`config.mk`:
```
export PLATFORM = sky130hd
export DESIGN_NAME = pofade_top
export DESIGN_NICKNAME = d
export VERILOG_FILES = /design/src/pofade_pkg.sv /design/src/pofade_seq.sv /design/src/pofade_top.sv
export SDC_FILE = /design/constraint.sdc
export NUM_CORES = 1
export LEC_CHECK = 0
export ABC_AREA = 0
export BUFFER_PORTS_ARGS = -buffer_cell sky130_fd_sc_hd__buf_2
export CAP_MARGIN = 20
export CORE_ASPECT_RATIO = 0.5
export CORE_MARGIN = 2
export CORE_UTILIZATION = 30
export DETAILED_ROUTE_END_ITERATION = 12
export PLACE_DENSITY = 0.51
export SETUP_SLACK_MARGIN = 0.3
export SLEW_MARGIN = 10
export SYNTH_ARGS = -nofsm -noshare
export SYNTH_HDL_FRONTEND = slang
export SYNTH_SLANG_ARGS = --single-unit
```
`constraint.sdc`:
```
create_clock -name CORE_CLK_I -period 5.5 [get_ports CORE_CLK_I]
set_input_delay 0.825 -clock CORE_CLK_I [delete_from_list [all_inputs] [get_ports CORE_CLK_I]]
set_output_delay 0.825 -clock CORE_CLK_I [all_outputs]
set_load 0.02 [all_outputs]
```
`src/pofade_pkg.sv`:
```
// package for the power-on led fade block: register map, field layout, tables, timing
// assumes a single 50 MHz clock and an APB master with 32-bit data
// Notes on behaviour
// - the ramp-up time of a group's power-on effect is the fade slot picked by bits 7:6 of its first register.
// - the peak level comes from bits 5:3 of the first register, codes 0..7 giving 100,90,80,65,50,40,20,0 percent.
// - the effect cycle count comes from bits 2:0 of the first register, codes 0..7 giving 0,1,2,4,6,10,15,20 runs.
// - each register pair steers one output group: output 0 at 12h/13h, 1-3 at 14h/15h, 4-6 at 16h/17h, 7-9 at 18h/19h.
// - the ramp-down time is the fade slot picked by bits 7:6 of the second register, in code order.
// - the floor level comes from bits 5:3 of the second register, codes 0..7 giving 0,10,20,30,40,60,80,100 percent.
// - the hold time at peak is the fade slot picked by bits 2:1 of the second register.
// - the hold time at floor is fade slot one when bit 0 of the second register is 0, and slot two when it is 1.
// - the first register of each pair serves only the power-on effect.
package pofade_pkg;

  localparam int unsigned CLK_MHZ      = 50;
  localparam int unsigned TICK_US      = 1000;
  localparam int unsigned TICK_CYC     = TICK_US * CLK_MHZ;
  localparam int unsigned PWM_STEPS    = 100;
  localparam int unsigned HOLD_STEPS   = 100;
  localparam int unsigned NUM_GROUPS   = 4;
  localparam int unsigned NUM_OUTS     = 10;

  // register indices; byte address is four times the index
  localparam logic [7:0] IDX_CFG_A0    = 8'h12;
  localparam logic [7:0] IDX_CFG_B0    = 8'h13;
  localparam logic [7:0] IDX_CFG_A1    = 8'h14;
  localparam logic [7:0] IDX_CFG_B1    = 8'h15;
  localparam logic [7:0] IDX_CFG_A2    = 8'h16;
  localparam logic [7:0] IDX_CFG_B2    = 8'h17;
  localparam logic [7:0] IDX_CFG_A3    = 8'h18;
  localparam logic [7:0] IDX_CFG_B3    = 8'h19;
  localparam logic [7:0] IDX_FADE_SLOT = 8'h20;
  localparam logic [7:0] IDX_CTRL      = 8'h24;
  localparam logic [7:0] IDX_STATUS    = 8'h25;

  localparam logic [7:0] CFG_RST       = 8'h00;
  localparam logic [7:0] SLOT_RST      = 8'h0A;
  localparam int unsigned CTRL_START_BIT = 0;

  // field positions
  localparam int unsigned RISE_SEL_LSB = 6;
  localparam int unsigned PEAK_LSB     = 3;
  localparam int unsigned REPEAT_LSB   = 0;
  localparam int unsigned FALL_SEL_LSB = 6;
  localparam int unsigned FLOOR_LSB    = 3;
  localparam int unsigned PHOLD_LSB    = 1;
  localparam int unsigned FHOLD_BIT    = 0;

  typedef struct packed {
    logic [1:0] rise_duration_sel;
    logic [2:0] peak_code;
    logic [2:0] effect_cycle_count;
  } pofade_cfg_a_t;

  typedef struct packed {
    logic [1:0] fall_duration_sel;
    logic [2:0] floor_code;
    logic [1:0] peak_hold_sel;
    logic       floor_hold_sel;
  } pofade_cfg_b_t;

  // fade_slot_one .. fade_slot_four, in ticks per step
  typedef logic [3:0][7:0] pofade_slots_t;

  function automatic logic [6:0] pofade_peak_pct(input logic [2:0] code);
    case (code)
      3'h0:    pofade_peak_pct = 7'h64;
      3'h1:    pofade_peak_pct = 7'h5A;
      3'h2:    pofade_peak_pct = 7'h50;
      3'h3:    pofade_peak_pct = 7'h41;
      3'h4:    pofade_peak_pct = 7'h32;
      3'h5:    pofade_peak_pct = 7'h28;
      3'h6:    pofade_peak_pct = 7'h14;
      default: pofade_peak_pct = 7'h00;
    endcase
  endfunction

  function automatic logic [6:0] pofade_floor_pct(input logic [2:0] code);
    case (code)
      3'h0:    pofade_floor_pct = 7'h00;
      3'h1:    pofade_floor_pct = 7'h0A;
      3'h2:    pofade_floor_pct = 7'h14;
      3'h3:    pofade_floor_pct = 7'h1E;
      3'h4:    pofade_floor_pct = 7'h28;
      3'h5:    pofade_floor_pct = 7'h3C;
      3'h6:    pofade_floor_pct = 7'h50;
      default: pofade_floor_pct = 7'h64;
    endcase
  endfunction

  function automatic logic [4:0] pofade_runs(input logic [2:0] code);
    case (code)
      3'h0:    pofade_runs = 5'h00;
      3'h1:    pofade_runs = 5'h01;
      3'h2:    pofade_runs = 5'h02;
      3'h3:    pofade_runs = 5'h04;
      3'h4:    pofade_runs = 5'h06;
      3'h5:    pofade_runs = 5'h0A;
      3'h6:    pofade_runs = 5'h0F;
      default: pofade_runs = 5'h14;
    endcase
  endfunction

  // a slot of zero is taken as one tick so a step always ends
  function automatic logic [7:0] pofade_slot_len(input pofade_slots_t slots, input logic [1:0] sel);
    pofade_slot_len = (slots[sel] == 8'h00) ? 8'h01 : slots[sel];
  endfunction

  typedef enum logic [4:0] {
    ST_IDLE  = 5'b00001,
    ST_RISE  = 5'b00010,
    ST_PEAK  = 5'b00100,
    ST_FALL  = 5'b01000,
    ST_FLOOR = 5'b10000
  } pofade_state_t;

endpackage

```
`src/pofade_seq.sv`:
```
// one output group's power-on fade sequencer with its pwm comparator
// assumes tick_i is a one-cycle step enable and pwm_cnt_i counts 0..99
module pofade_seq
  import pofade_pkg::*;
(
  input  wire logic          clk_i,      // core clock
  input  wire logic          rst_i,      // synchronous reset, high
  input  wire logic          tick_i,     // step time enable
  input  wire logic          start_i,    // begin the effect
  input  wire pofade_cfg_a_t cfg_a_i,    // first config register
  input  wire pofade_cfg_b_t cfg_b_i,    // second config register
  input  wire pofade_slots_t slots_i,    // fade slot lengths
  input  wire logic [6:0]    pwm_cnt_i,  // pwm phase
  output logic               led_on_o,   // led lit, high
  output logic               busy_o      // effect running
);

  typedef struct packed {
    pofade_state_t st;
    logic [6:0]    level;
    logic [7:0]    sub;
    logic [6:0]    hold;
    logic [4:0]    runs;
    logic          on;
  } pofade_seq_t;

  pofade_seq_t s_reg;
  pofade_seq_t s_next;
  logic [7:0]  per;
  logic [6:0]  peak_lvl;
  logic [6:0]  floor_lvl;

  assign peak_lvl  = pofade_peak_pct(cfg_a_i.peak_code);
  assign floor_lvl = pofade_floor_pct(cfg_b_i.floor_code);

  always_comb begin
    unique case (s_reg.st)
      ST_RISE:  per = pofade_slot_len(slots_i, cfg_a_i.rise_duration_sel);
      ST_PEAK:  per = pofade_slot_len(slots_i, cfg_b_i.peak_hold_sel);
      ST_FALL:  per = pofade_slot_len(slots_i, cfg_b_i.fall_duration_sel);
      ST_FLOOR: per = pofade_slot_len(slots_i, {1'b0, cfg_b_i.floor_hold_sel});
      default:  per = 8'h01;
    endcase
  end

  always_comb begin
    s_next    = s_reg;
    s_next.on = (pwm_cnt_i < s_reg.level);
    if (start_i) begin
      s_next.runs  = pofade_runs(cfg_a_i.effect_cycle_count);
      s_next.st    = (s_next.runs == 5'h00) ? ST_IDLE : ST_RISE;
      s_next.level = 7'h00;
      s_next.sub   = 8'h00;
      s_next.hold  = 7'h00;
    end else if (tick_i && s_reg.st != ST_IDLE) begin
      s_next.sub = s_reg.sub + 8'h01;
      if (s_next.sub >= per) begin
        s_next.sub = 8'h00;
        // one step: ramps move one percent, holds count one of HOLD_STEPS
        unique case (s_reg.st)
          ST_RISE: begin
            if (s_reg.level < peak_lvl) s_next.level = s_reg.level + 7'h01;
            else if (s_reg.level > peak_lvl) s_next.level = s_reg.level - 7'h01;
            else begin
              s_next.st   = ST_PEAK;
              s_next.hold = 7'h00;
            end
          end
          ST_PEAK: begin
            s_next.hold = s_reg.hold + 7'h01;
            if (s_next.hold == 7'(HOLD_STEPS)) s_next.st = ST_FALL;
          end
          ST_FALL: begin
            if (s_reg.level > floor_lvl) s_next.level = s_reg.level - 7'h01;
            else if (s_reg.level < floor_lvl) s_next.level = s_reg.level + 7'h01;
            else begin
              s_next.st   = ST_FLOOR;
              s_next.hold = 7'h00;
            end
          end
          default: begin
            s_next.hold = s_reg.hold + 7'h01;
            if (s_next.hold == 7'(HOLD_STEPS)) begin
              s_next.runs = s_reg.runs - 5'h01;
              s_next.st   = (s_next.runs == 5'h00) ? ST_IDLE : ST_RISE;
              s_next.hold = 7'h00;
            end
          end
        endcase
      end
    end
  end

  always_ff @(posedge clk_i) begin
    if (rst_i) begin
      s_reg <= '{st: ST_IDLE, level: 7'h00, sub: 8'h00, hold: 7'h00, runs: 5'h00, on: 1'b0};
    end else begin
      s_reg <= s_next;
    end
  end

  assign led_on_o = s_reg.on;
  assign busy_o   = (s_reg.st != ST_IDLE);
endmodule

```
`src/pofade_top.sv`:
```
// power-on led fade block: APB register slave, step divider, pwm phase and four group sequencers
// assumes APB master with 32-bit data on the core clock; leds are lit by a low output
module pofade_top
  import pofade_pkg::*;
#(
  parameter int unsigned TICK_CYCLES = TICK_CYC  // core cycles per fade step tick
)
(
  input  wire logic                CORE_CLK_I,  // core clock, 50 MHz
  input  wire logic                RST_I,       // synchronous reset, high
  input  wire logic                PSEL_I,      // APB select
  input  wire logic                PENABLE_I,   // APB access phase
  input  wire logic                PWRITE_I,    // APB write
  input  wire logic [11:0]         PADDR_I,     // APB byte address
  input  wire logic [31:0]         PWDATA_I,    // APB write data
  output logic      [31:0]         PRDATA_O,    // APB read data
  output logic                     PREADY_O,    // APB ready
  output logic                     PSLVERR_O,   // APB error, unmapped address
  output logic      [NUM_OUTS-1:0] GPO_N_O      // led outputs, low lit
);

  // the step divider counter is 24 bits wide
  if (TICK_CYCLES < 1 || TICK_CYCLES > 32'h00FF_FFFF) begin : gen_bad_tick
    $error("TICK_CYCLES out of range");
  end

  typedef struct packed {
    logic [7:0][7:0]      cfg;
    pofade_slots_t        slots;
    logic                 start;
    logic                 por_done;
    logic [23:0]          tick_cnt;
    logic                 tick;
    logic [6:0]           pwm_cnt;
    logic                 pready;
    logic                 pslverr;
    logic [31:0]          prdata;
    logic [NUM_OUTS-1:0]  gpo_n;
  } pofade_top_t;

  pofade_top_t          t_reg;
  pofade_top_t          t_next;
  logic [NUM_GROUPS-1:0] grp_on;
  logic [NUM_GROUPS-1:0] grp_busy;
  logic [7:0]           idx;
  logic                 setup;
  logic                 wr_take;

  // output index to group: 0 alone, then 1-3, 4-6, 7-9
  function automatic logic [1:0] pofade_group_of(input int unsigned out);
    if (out == 0) pofade_group_of = 2'h0;
    else pofade_group_of = 2'((out - 1) / 3 + 1);
  endfunction

  function automatic logic pofade_mapped(input logic [7:0] i);
    pofade_mapped = (i >= IDX_CFG_A0 && i <= IDX_CFG_B3) ||
                    (i >= IDX_FADE_SLOT && i <= IDX_STATUS);
  endfunction

  assign idx     = PADDR_I[9:2];
  assign setup   = PSEL_I && !PENABLE_I;
  assign wr_take = PSEL_I && PENABLE_I && t_reg.pready && PWRITE_I && !t_reg.pslverr;

  always_comb begin
    t_next       = t_reg;
    t_next.start = 1'b0;
    // step tick divider
    if (t_reg.tick_cnt == 24'(TICK_CYCLES - 1)) begin
      t_next.tick_cnt = 24'h000000;
      t_next.tick     = 1'b1;
    end else begin
      t_next.tick_cnt = t_reg.tick_cnt + 24'h000001;
      t_next.tick     = 1'b0;
    end
    t_next.pwm_cnt = (t_reg.pwm_cnt == 7'(PWM_STEPS - 1)) ? 7'h00 : t_reg.pwm_cnt + 7'h01;
    // the effect is started once by itself after reset; with the reset config of zero runs nothing is lit
    if (!t_reg.por_done) begin
      t_next.por_done = 1'b1;
      t_next.start    = 1'b1;
    end
    // APB: answer prepared in setup, ready during the single access cycle
    t_next.pready  = setup;
    t_next.pslverr = setup && !pofade_mapped(idx);
    t_next.prdata  = 32'h0000_0000;
    if (setup) begin
      if (idx >= IDX_CFG_A0 && idx <= IDX_CFG_B3) begin
        t_next.prdata[7:0] = t_reg.cfg[3'(idx - IDX_CFG_A0)];
      end else if (idx >= IDX_FADE_SLOT && idx < IDX_CTRL) begin
        t_next.prdata[7:0] = t_reg.slots[2'(idx - IDX_FADE_SLOT)];
      end else if (idx == IDX_STATUS) begin
        t_next.prdata[NUM_GROUPS-1:0] = grp_busy;
      end
    end
    if (wr_take) begin
      if (idx >= IDX_CFG_A0 && idx <= IDX_CFG_B3) begin
        t_next.cfg[3'(idx - IDX_CFG_A0)] = PWDATA_I[7:0];
      end else if (idx >= IDX_FADE_SLOT && idx < IDX_CTRL) begin
        t_next.slots[2'(idx - IDX_FADE_SLOT)] = PWDATA_I[7:0];
      end else if (idx == IDX_CTRL && PWDATA_I[CTRL_START_BIT]) begin
        t_next.start = 1'b1;
      end
    end
    for (int unsigned o = 0; o < NUM_OUTS; o++) begin
      t_next.gpo_n[o] = !grp_on[pofade_group_of(o)];
    end
  end

  always_ff @(posedge CORE_CLK_I) begin
    if (RST_I) begin
      t_reg <= '{cfg: {8{CFG_RST}}, slots: {4{SLOT_RST}}, start: 1'b0, por_done: 1'b0,
                 tick_cnt: 24'h000000, tick: 1'b0, pwm_cnt: 7'h00, pready: 1'b0,
                 pslverr: 1'b0, prdata: 32'h0000_0000, gpo_n: {NUM_OUTS{1'b1}}};
    end else begin
      t_reg <= t_next;
    end
  end

  // group g uses the pair at 12h+2g and 13h+2g
  for (genvar g = 0; g < NUM_GROUPS; g++) begin : gen_grp
    pofade_seq u_seq (
      .clk_i     (CORE_CLK_I),
      .rst_i     (RST_I),
      .tick_i    (t_reg.tick),
      .start_i   (t_reg.start),
      .cfg_a_i   (pofade_cfg_a_t'(t_reg.cfg[2*g])),
      .cfg_b_i   (pofade_cfg_b_t'(t_reg.cfg[2*g+1])),
      .slots_i   (t_reg.slots),
      .pwm_cnt_i (t_reg.pwm_cnt),
      .led_on_o  (grp_on[g]),
      .busy_o    (grp_busy[g])
    );
  end

  assign PRDATA_O  = t_reg.prdata;
  assign PREADY_O  = t_reg.pready;
  assign PSLVERR_O = t_reg.pslverr;
  assign GPO_N_O   = t_reg.gpo_n;
endmodule

```
## After elaboration in Yosys (flattened, before gate mapping)

Cells that the tools add are included.

| storage, ports and cells | value |
|---|---|
| register bits | 304 |
| bits in latches | 0 |
| RAM bits | 0 |
| bits in read-only memories | 0 |
| input bits | 49 |
| output and inout port bits | 44 |
| word-level logic and storage cells | 561 |
| memories kept | 0 |

| cells by class | value |
|---|---|
| add/sub/neg operators | 24 |
| multipliers | 0 |
| divide/modulo/power cells | 0 |
| $lt $le $gt $ge | 49 |
| equal/unequal tests | 148 |
| shift-type cells | 0 |
| mux-type cells | 186 |
| bitwise operators | 2 |
| reductions and logical operators | 106 |

Operator list:

| operator | number |
|---|---|
| two-way mux 32 bit | 13 |
| case mux 7 bit (7 select lines) | 8 |
| two-way mux 8 bit | 41 |
| two-way mux 7 bit | 32 |
| binary-select mux 8 bit (select 2 bit) | 13 |
| two-way mux 5 bit | 32 |
| case mux 5 bit (7 select lines) | 4 |
| zero test 8 bit | 16 |
| case mux 8 bit (4 select lines) | 4 |
| equality test 3 bit (second input constant) | 36 |
| two-way mux 97 bit | 1 |
| less-than comparator 7 bit | 12 |
| case mux 7 bit (3 select lines) | 4 |
| equality test 3 x 2 -> 1 bit (second input constant) | 24 |
| bitwise mux 64 bit | 1 |
| two-way mux 64 bit | 1 |
| adder 7 x 1 -> 7 bit (second input constant) | 9 |
| case mux 5 bit (3 select lines) | 4 |
| > comparator 7 bit | 8 |
| case mux 7 bit (2 select lines) | 4 |
| two-way mux 12 bit | 4 |
| != test 3 bit (second input constant) | 16 |
| zero test 5 bit | 8 |
| less-than comparator 2 x 3 -> 1 bit (second input constant) | 13 |
| 53 further kinds | 207 |

## Depth between registers and ports, before layout

| depth | value |
|---|---|
| depth in word-level cells | 9 |
| depth in mapped cells | 17 |
| gate-level depth less buffers | 13 |

## Cells and area by module

Synthesis repeated with hierarchy kept, for this count alone.

| second synthesis, totals | value |
|---|---|
| cell total of the unflattened synthesis | 2456 |
| area total of the unflattened synthesis | 22196.3 µm² |

By module, submodules not included:

| module | times used | cells an instance | area each (µm²) | seq. area each (µm²) |
|---|---|---|---|---|
| pofade_seq at gen_grp[0].u_seq ... | 3 | 451 | 3872.5 | 660.6 |
| pofade_top | 1 | 653 | 6756.5 | 2882.8 |
| pofade_seq at gen_grp[1].u_seq | 1 | 450 | 3822.4 | 660.6 |

## Least setup slack after synthesis

OpenSTA, ideal clock, no wires.

| timing | value |
|---|---|
| path type | reg-to-reg |
| from | reg (tool-made name) |
| to | reg gen_grp[0].u_seq.s_reg[25] (netlist name) |
| arrival | 4.050 ns |
| slack | 1.371 ns |
| cell stages (with the launch flop) | 16 |
| clock period less this slack | 4.129 ns |
| cells stage by stage | dfxtp_1 -> clkbuf_1 -> mux4_2 -> or4_1 -> nor4_1 -> o21ai_0 -> nand4_1 -> ha_1 -> nand2b_1 -> a31oi_1 -> o21ai_1 -> nand2_1 -> or2_1 -> clkbuf_1 -> or4_1 -> o211ai_1 |

RTL lines:

| item | RTL line | RTL |
|---|---|---|
| end signal, assigned | pofade_seq.sv:96 | `s_reg <= '{st: ST_IDLE, level: 7'h00, sub: 8'h00, hold: 7'h00, runs: 5'h00, on: 1'b0};` |
| end signal, assigned | pofade_seq.sv:98 | `s_reg <= s_next;` |
| end, declared | pofade_seq.sv:27 | `pofade_seq_t s_reg;` |

==> results.sh <==
export IMPL_die_h_microns=190.2
export IMPL_synthFlopType="dfxtp_1"
export IMPL_dieArea_sq_mm=0.07157
export IMPL_post_synth_top_area_cell="dfxtp_1"
export IMPL_gp_congestion=0.9047
export IMPL_required_ps=5960
export IMPL_netlist_instances=2393
export IMPL_cts_made_buffers=30
export IMPL_final_common_cell="dfxtp_1"
export IMPL_setup_viol=0
export IMPL_cts_buffer_depth=3
export IMPL_r2r_end="gen_grp[2].u_seq.s_reg[29]"
export IMPL_insertion_delay_ps=620
export IMPL_layout_common_cells="dfxtp_1, nor2_1, nand2_1"
export IMPL_hold_path_class="reg -> reg"
export IMPL_slowest_delay_ps=740
export IMPL_min_from="gen_grp[2].u_seq.led_on_o"
export IMPL_cts_htree_levels=1
export IMPL_start_kind="register"
export IMPL_crit_family="compound AO/OA/AOI/OAI gates"
export IMPL_yosysUniqueCellTypes=80
export IMPL_hold_viol=0
export IMPL_cellPowerDensity_mw_per_mm2=203.3
export IMPL_synth_area_sq_mm=0.02079
export IMPL_grt_pass1_wl_microns=101200
export IMPL_ant_nets=0
export IMPL_viasPerCell=5.621
export IMPL_synth_top_cell_area_share_pct=26.57
export IMPL_path_cells="mux4_2 -> or4_1 -> nor4_1 -> o21ai_0 -> nand4_1 -> ha_1 -> o21ai_0 -> a221oi_1 -> o21ai_1 -> nor2b_1 -> o21ai_2 -> mux2_1"
export IMPL_grt_max_degree=68
export IMPL_cts_tree="done"
export IMPL_hpwlAfterDp_microns=45110
export IMPL_clkSinkCount=276
export IMPL_grt_pass1_vias=17220
export IMPL_path_class="reg -> reg"
export IMPL_cp_slowest_cell="dfxtp_1"
export IMPL_p_leak_nw=7.812
export IMPL_synth_edf_count=0
export IMPL_cp_end_kind="register"
export IMPL_synth_ff_latch_count=276
export IMPL_die_x_microns=376.3
export IMPL_hold_end="GPO_N_O[6]"
export IMPL_rows=68
export IMPL_worst_slew_pin_slew_ps=1130
export IMPL_clk_pin_slew_ps=70
export IMPL_initial_core_util_pct=30.25
export IMPL_fillers=7154
export IMPL_rrSetupSlack_ps=860
export IMPL_netlist_top_cells_area="dfxtp_1, mux4_2, ha_1"
export IMPL_postCtsSetupRepairBufs=0
export IMPL_drtIter0Drc=1569
export IMPL_portBuffers=40
export IMPL_rsz0062_at_grt="false"
export IMPL_crit_path_max_fanout=10
export IMPL_min_delay_path_depth=1
export IMPL_antenna_found_initial=1
export IMPL_synth_warnings=0
export IMPL_crit_top_cell="o21ai_0"
export IMPL_fin_crit_ps=4641
export IMPL_cts_root_buf="clkbuf_16"
export IMPL_syn_area_per_cell_sq_um=8.690
export IMPL_worstPathBufferInverterCount=0
export IMPL_syn_to_final_growth_pct=8.556
export IMPL_rr_worst_depth=12
export IMPL_maxCapViolCount=0
export IMPL_fin_skew_ps=50.16
export IMPL_post_route_drc_count=0
export IMPL_async_flop_share_pct=0
export IMPL_crit_arrival_ps=5110
export IMPL_relSlewSlack_pct=24.68
export IMPL_finalPower_mw=4.589
export IMPL_fin_setup_tns_ps=0
export IMPL_ir_drop_mv=0.2346
export IMPL_core_area_sq_mm=0.06875
export IMPL_num_vias=18172
export IMPL_overflow=0
export IMPL_wl_microns=64980
export IMPL_holdBufCountCts=0
export IMPL_first_pass_iters=5
export IMPL_nNetsFinal=2484
export IMPL_grtUsageTotal_pct=17.80
export IMPL_drv_slew=0
export IMPL_io_pins=93
export IMPL_period_share_pct=84.39
export IMPL_fmax_mhz=215.5
export IMPL_ys_seq_area_share_pct=26.57
export IMPL_run_status="finished, final reports clean"
export IMPL_wl_per_cell_microns=20.10
export IMPL_cts_resized=0
export IMPL_drive_gt1_share_pct=11.46
-- worst max path at each step --
stage / to / cells past startpoint
2_1_floorplan: gen_grp[0].u_seq.s_reg[25] / 15
3_3_place_gp: gen_grp[2].u_seq.s_reg[29] / 12
3_5_place_dp: gen_grp[2].u_seq.s_reg[29] / 12
4_1_cts: gen_grp[2].u_seq.s_reg[29] / 12
5_1_grt: gen_grp[1].u_seq.s_reg[6] / 15
6_report: gen_grp[2].u_seq.s_reg[29] / 12
-- power by group --
| group | internal (mW) | total, mW | switching, mW |
|---|---|---|---|
| combinational | 0.0877 | 0.283 | 0.195 |
| clock | 1.30 | 2.26 | 0.960 |
| sequential | 2.02 | 2.04 | 0.0244 |
| total | 3.41 | 4.59 | 1.18 |
-- area by class of cell --
cell class	count	area, sq um	area share [%]
multi-input combinational	1849	14110	62.53
sequential	276	5525	24.48
tap	910	1139	5.044
clock buffer	38	820.8	3.636
timing repair buffer	69	445.4	1.973
inverter	71	266.5	1.181
clock inverter	18	257.7	1.142
antenna	2	5.005	0.02217
-- synth_stat cells (8+ instances only) --
cell type and n:
and3_1 40, ha_1 138, or4_1 25, nor2b_1 25, nor2_1 239, buf_4 42
mux2i_1 135, a211oi_1 45, nand4_1 23, o21a_1 11, o21ai_0 109, o22ai_1 8
xnor2_1 48, buf_1 18, xor2_1 49, nor4_1 37, buf_2 9, nand2b_1 26
nand3b_1 25, a32o_1 12, a22o_1 21, a21oi_1 146, inv_1 71, nand3_1 95
clkbuf_1 151, dfxtp_1 276, and2_1 18, nor3_1 52, nand2_1 180, a21o_1 20
mux4_2 120, a31oi_1 11, nor3b_1 10, or3_1 24, a221oi_1 13, o21bai_1 9
-- per-layer routing --
layer	part of all wire, %	track usage (%)	wire, microns
met3	7.8	3.779	5075
met4	2.8	4.877	1811
met1	46	24.59	29980
met2	43	28.03	28110
met5	0.011	0	7
-- cells by family after synthesis --
kind of cell / Yosys count / share of synthesized area, %
simple gates: 863 / 20.97
compound gates: 468 / 14.28
buf+inv: 291 / 6.065
flops: 276 / 26.57
mux: 259 / 19.71
fa+ha+maj: 138 / 8.303
xor+xnor: 97 / 4.085
other cells: 1 / 0.01803
-- per-stage QoR --
step / std cells / setup slack, ps / hold WS (ps) / instance area (sq um) / util [%]
after floorplan: 2416 / 1371 / 351.7 / 20880 / -
after global placement: 3174 / 916.9 / 361.7 / 21470 / 31.23
after detailed placement: 3174 / 914.8 / 370.2 / 21470 / 31.23
after CTS: 3230 / 860.4 / 386.6 / 22550 / 32.80
after global routing: 3231 / 618.9 / 395.5 / 22570 / 32.83
final: 3233 / 858.6 / 378.7 / 22570 / 32.84
Note: power is estimated with default switching activity, not from simulation.
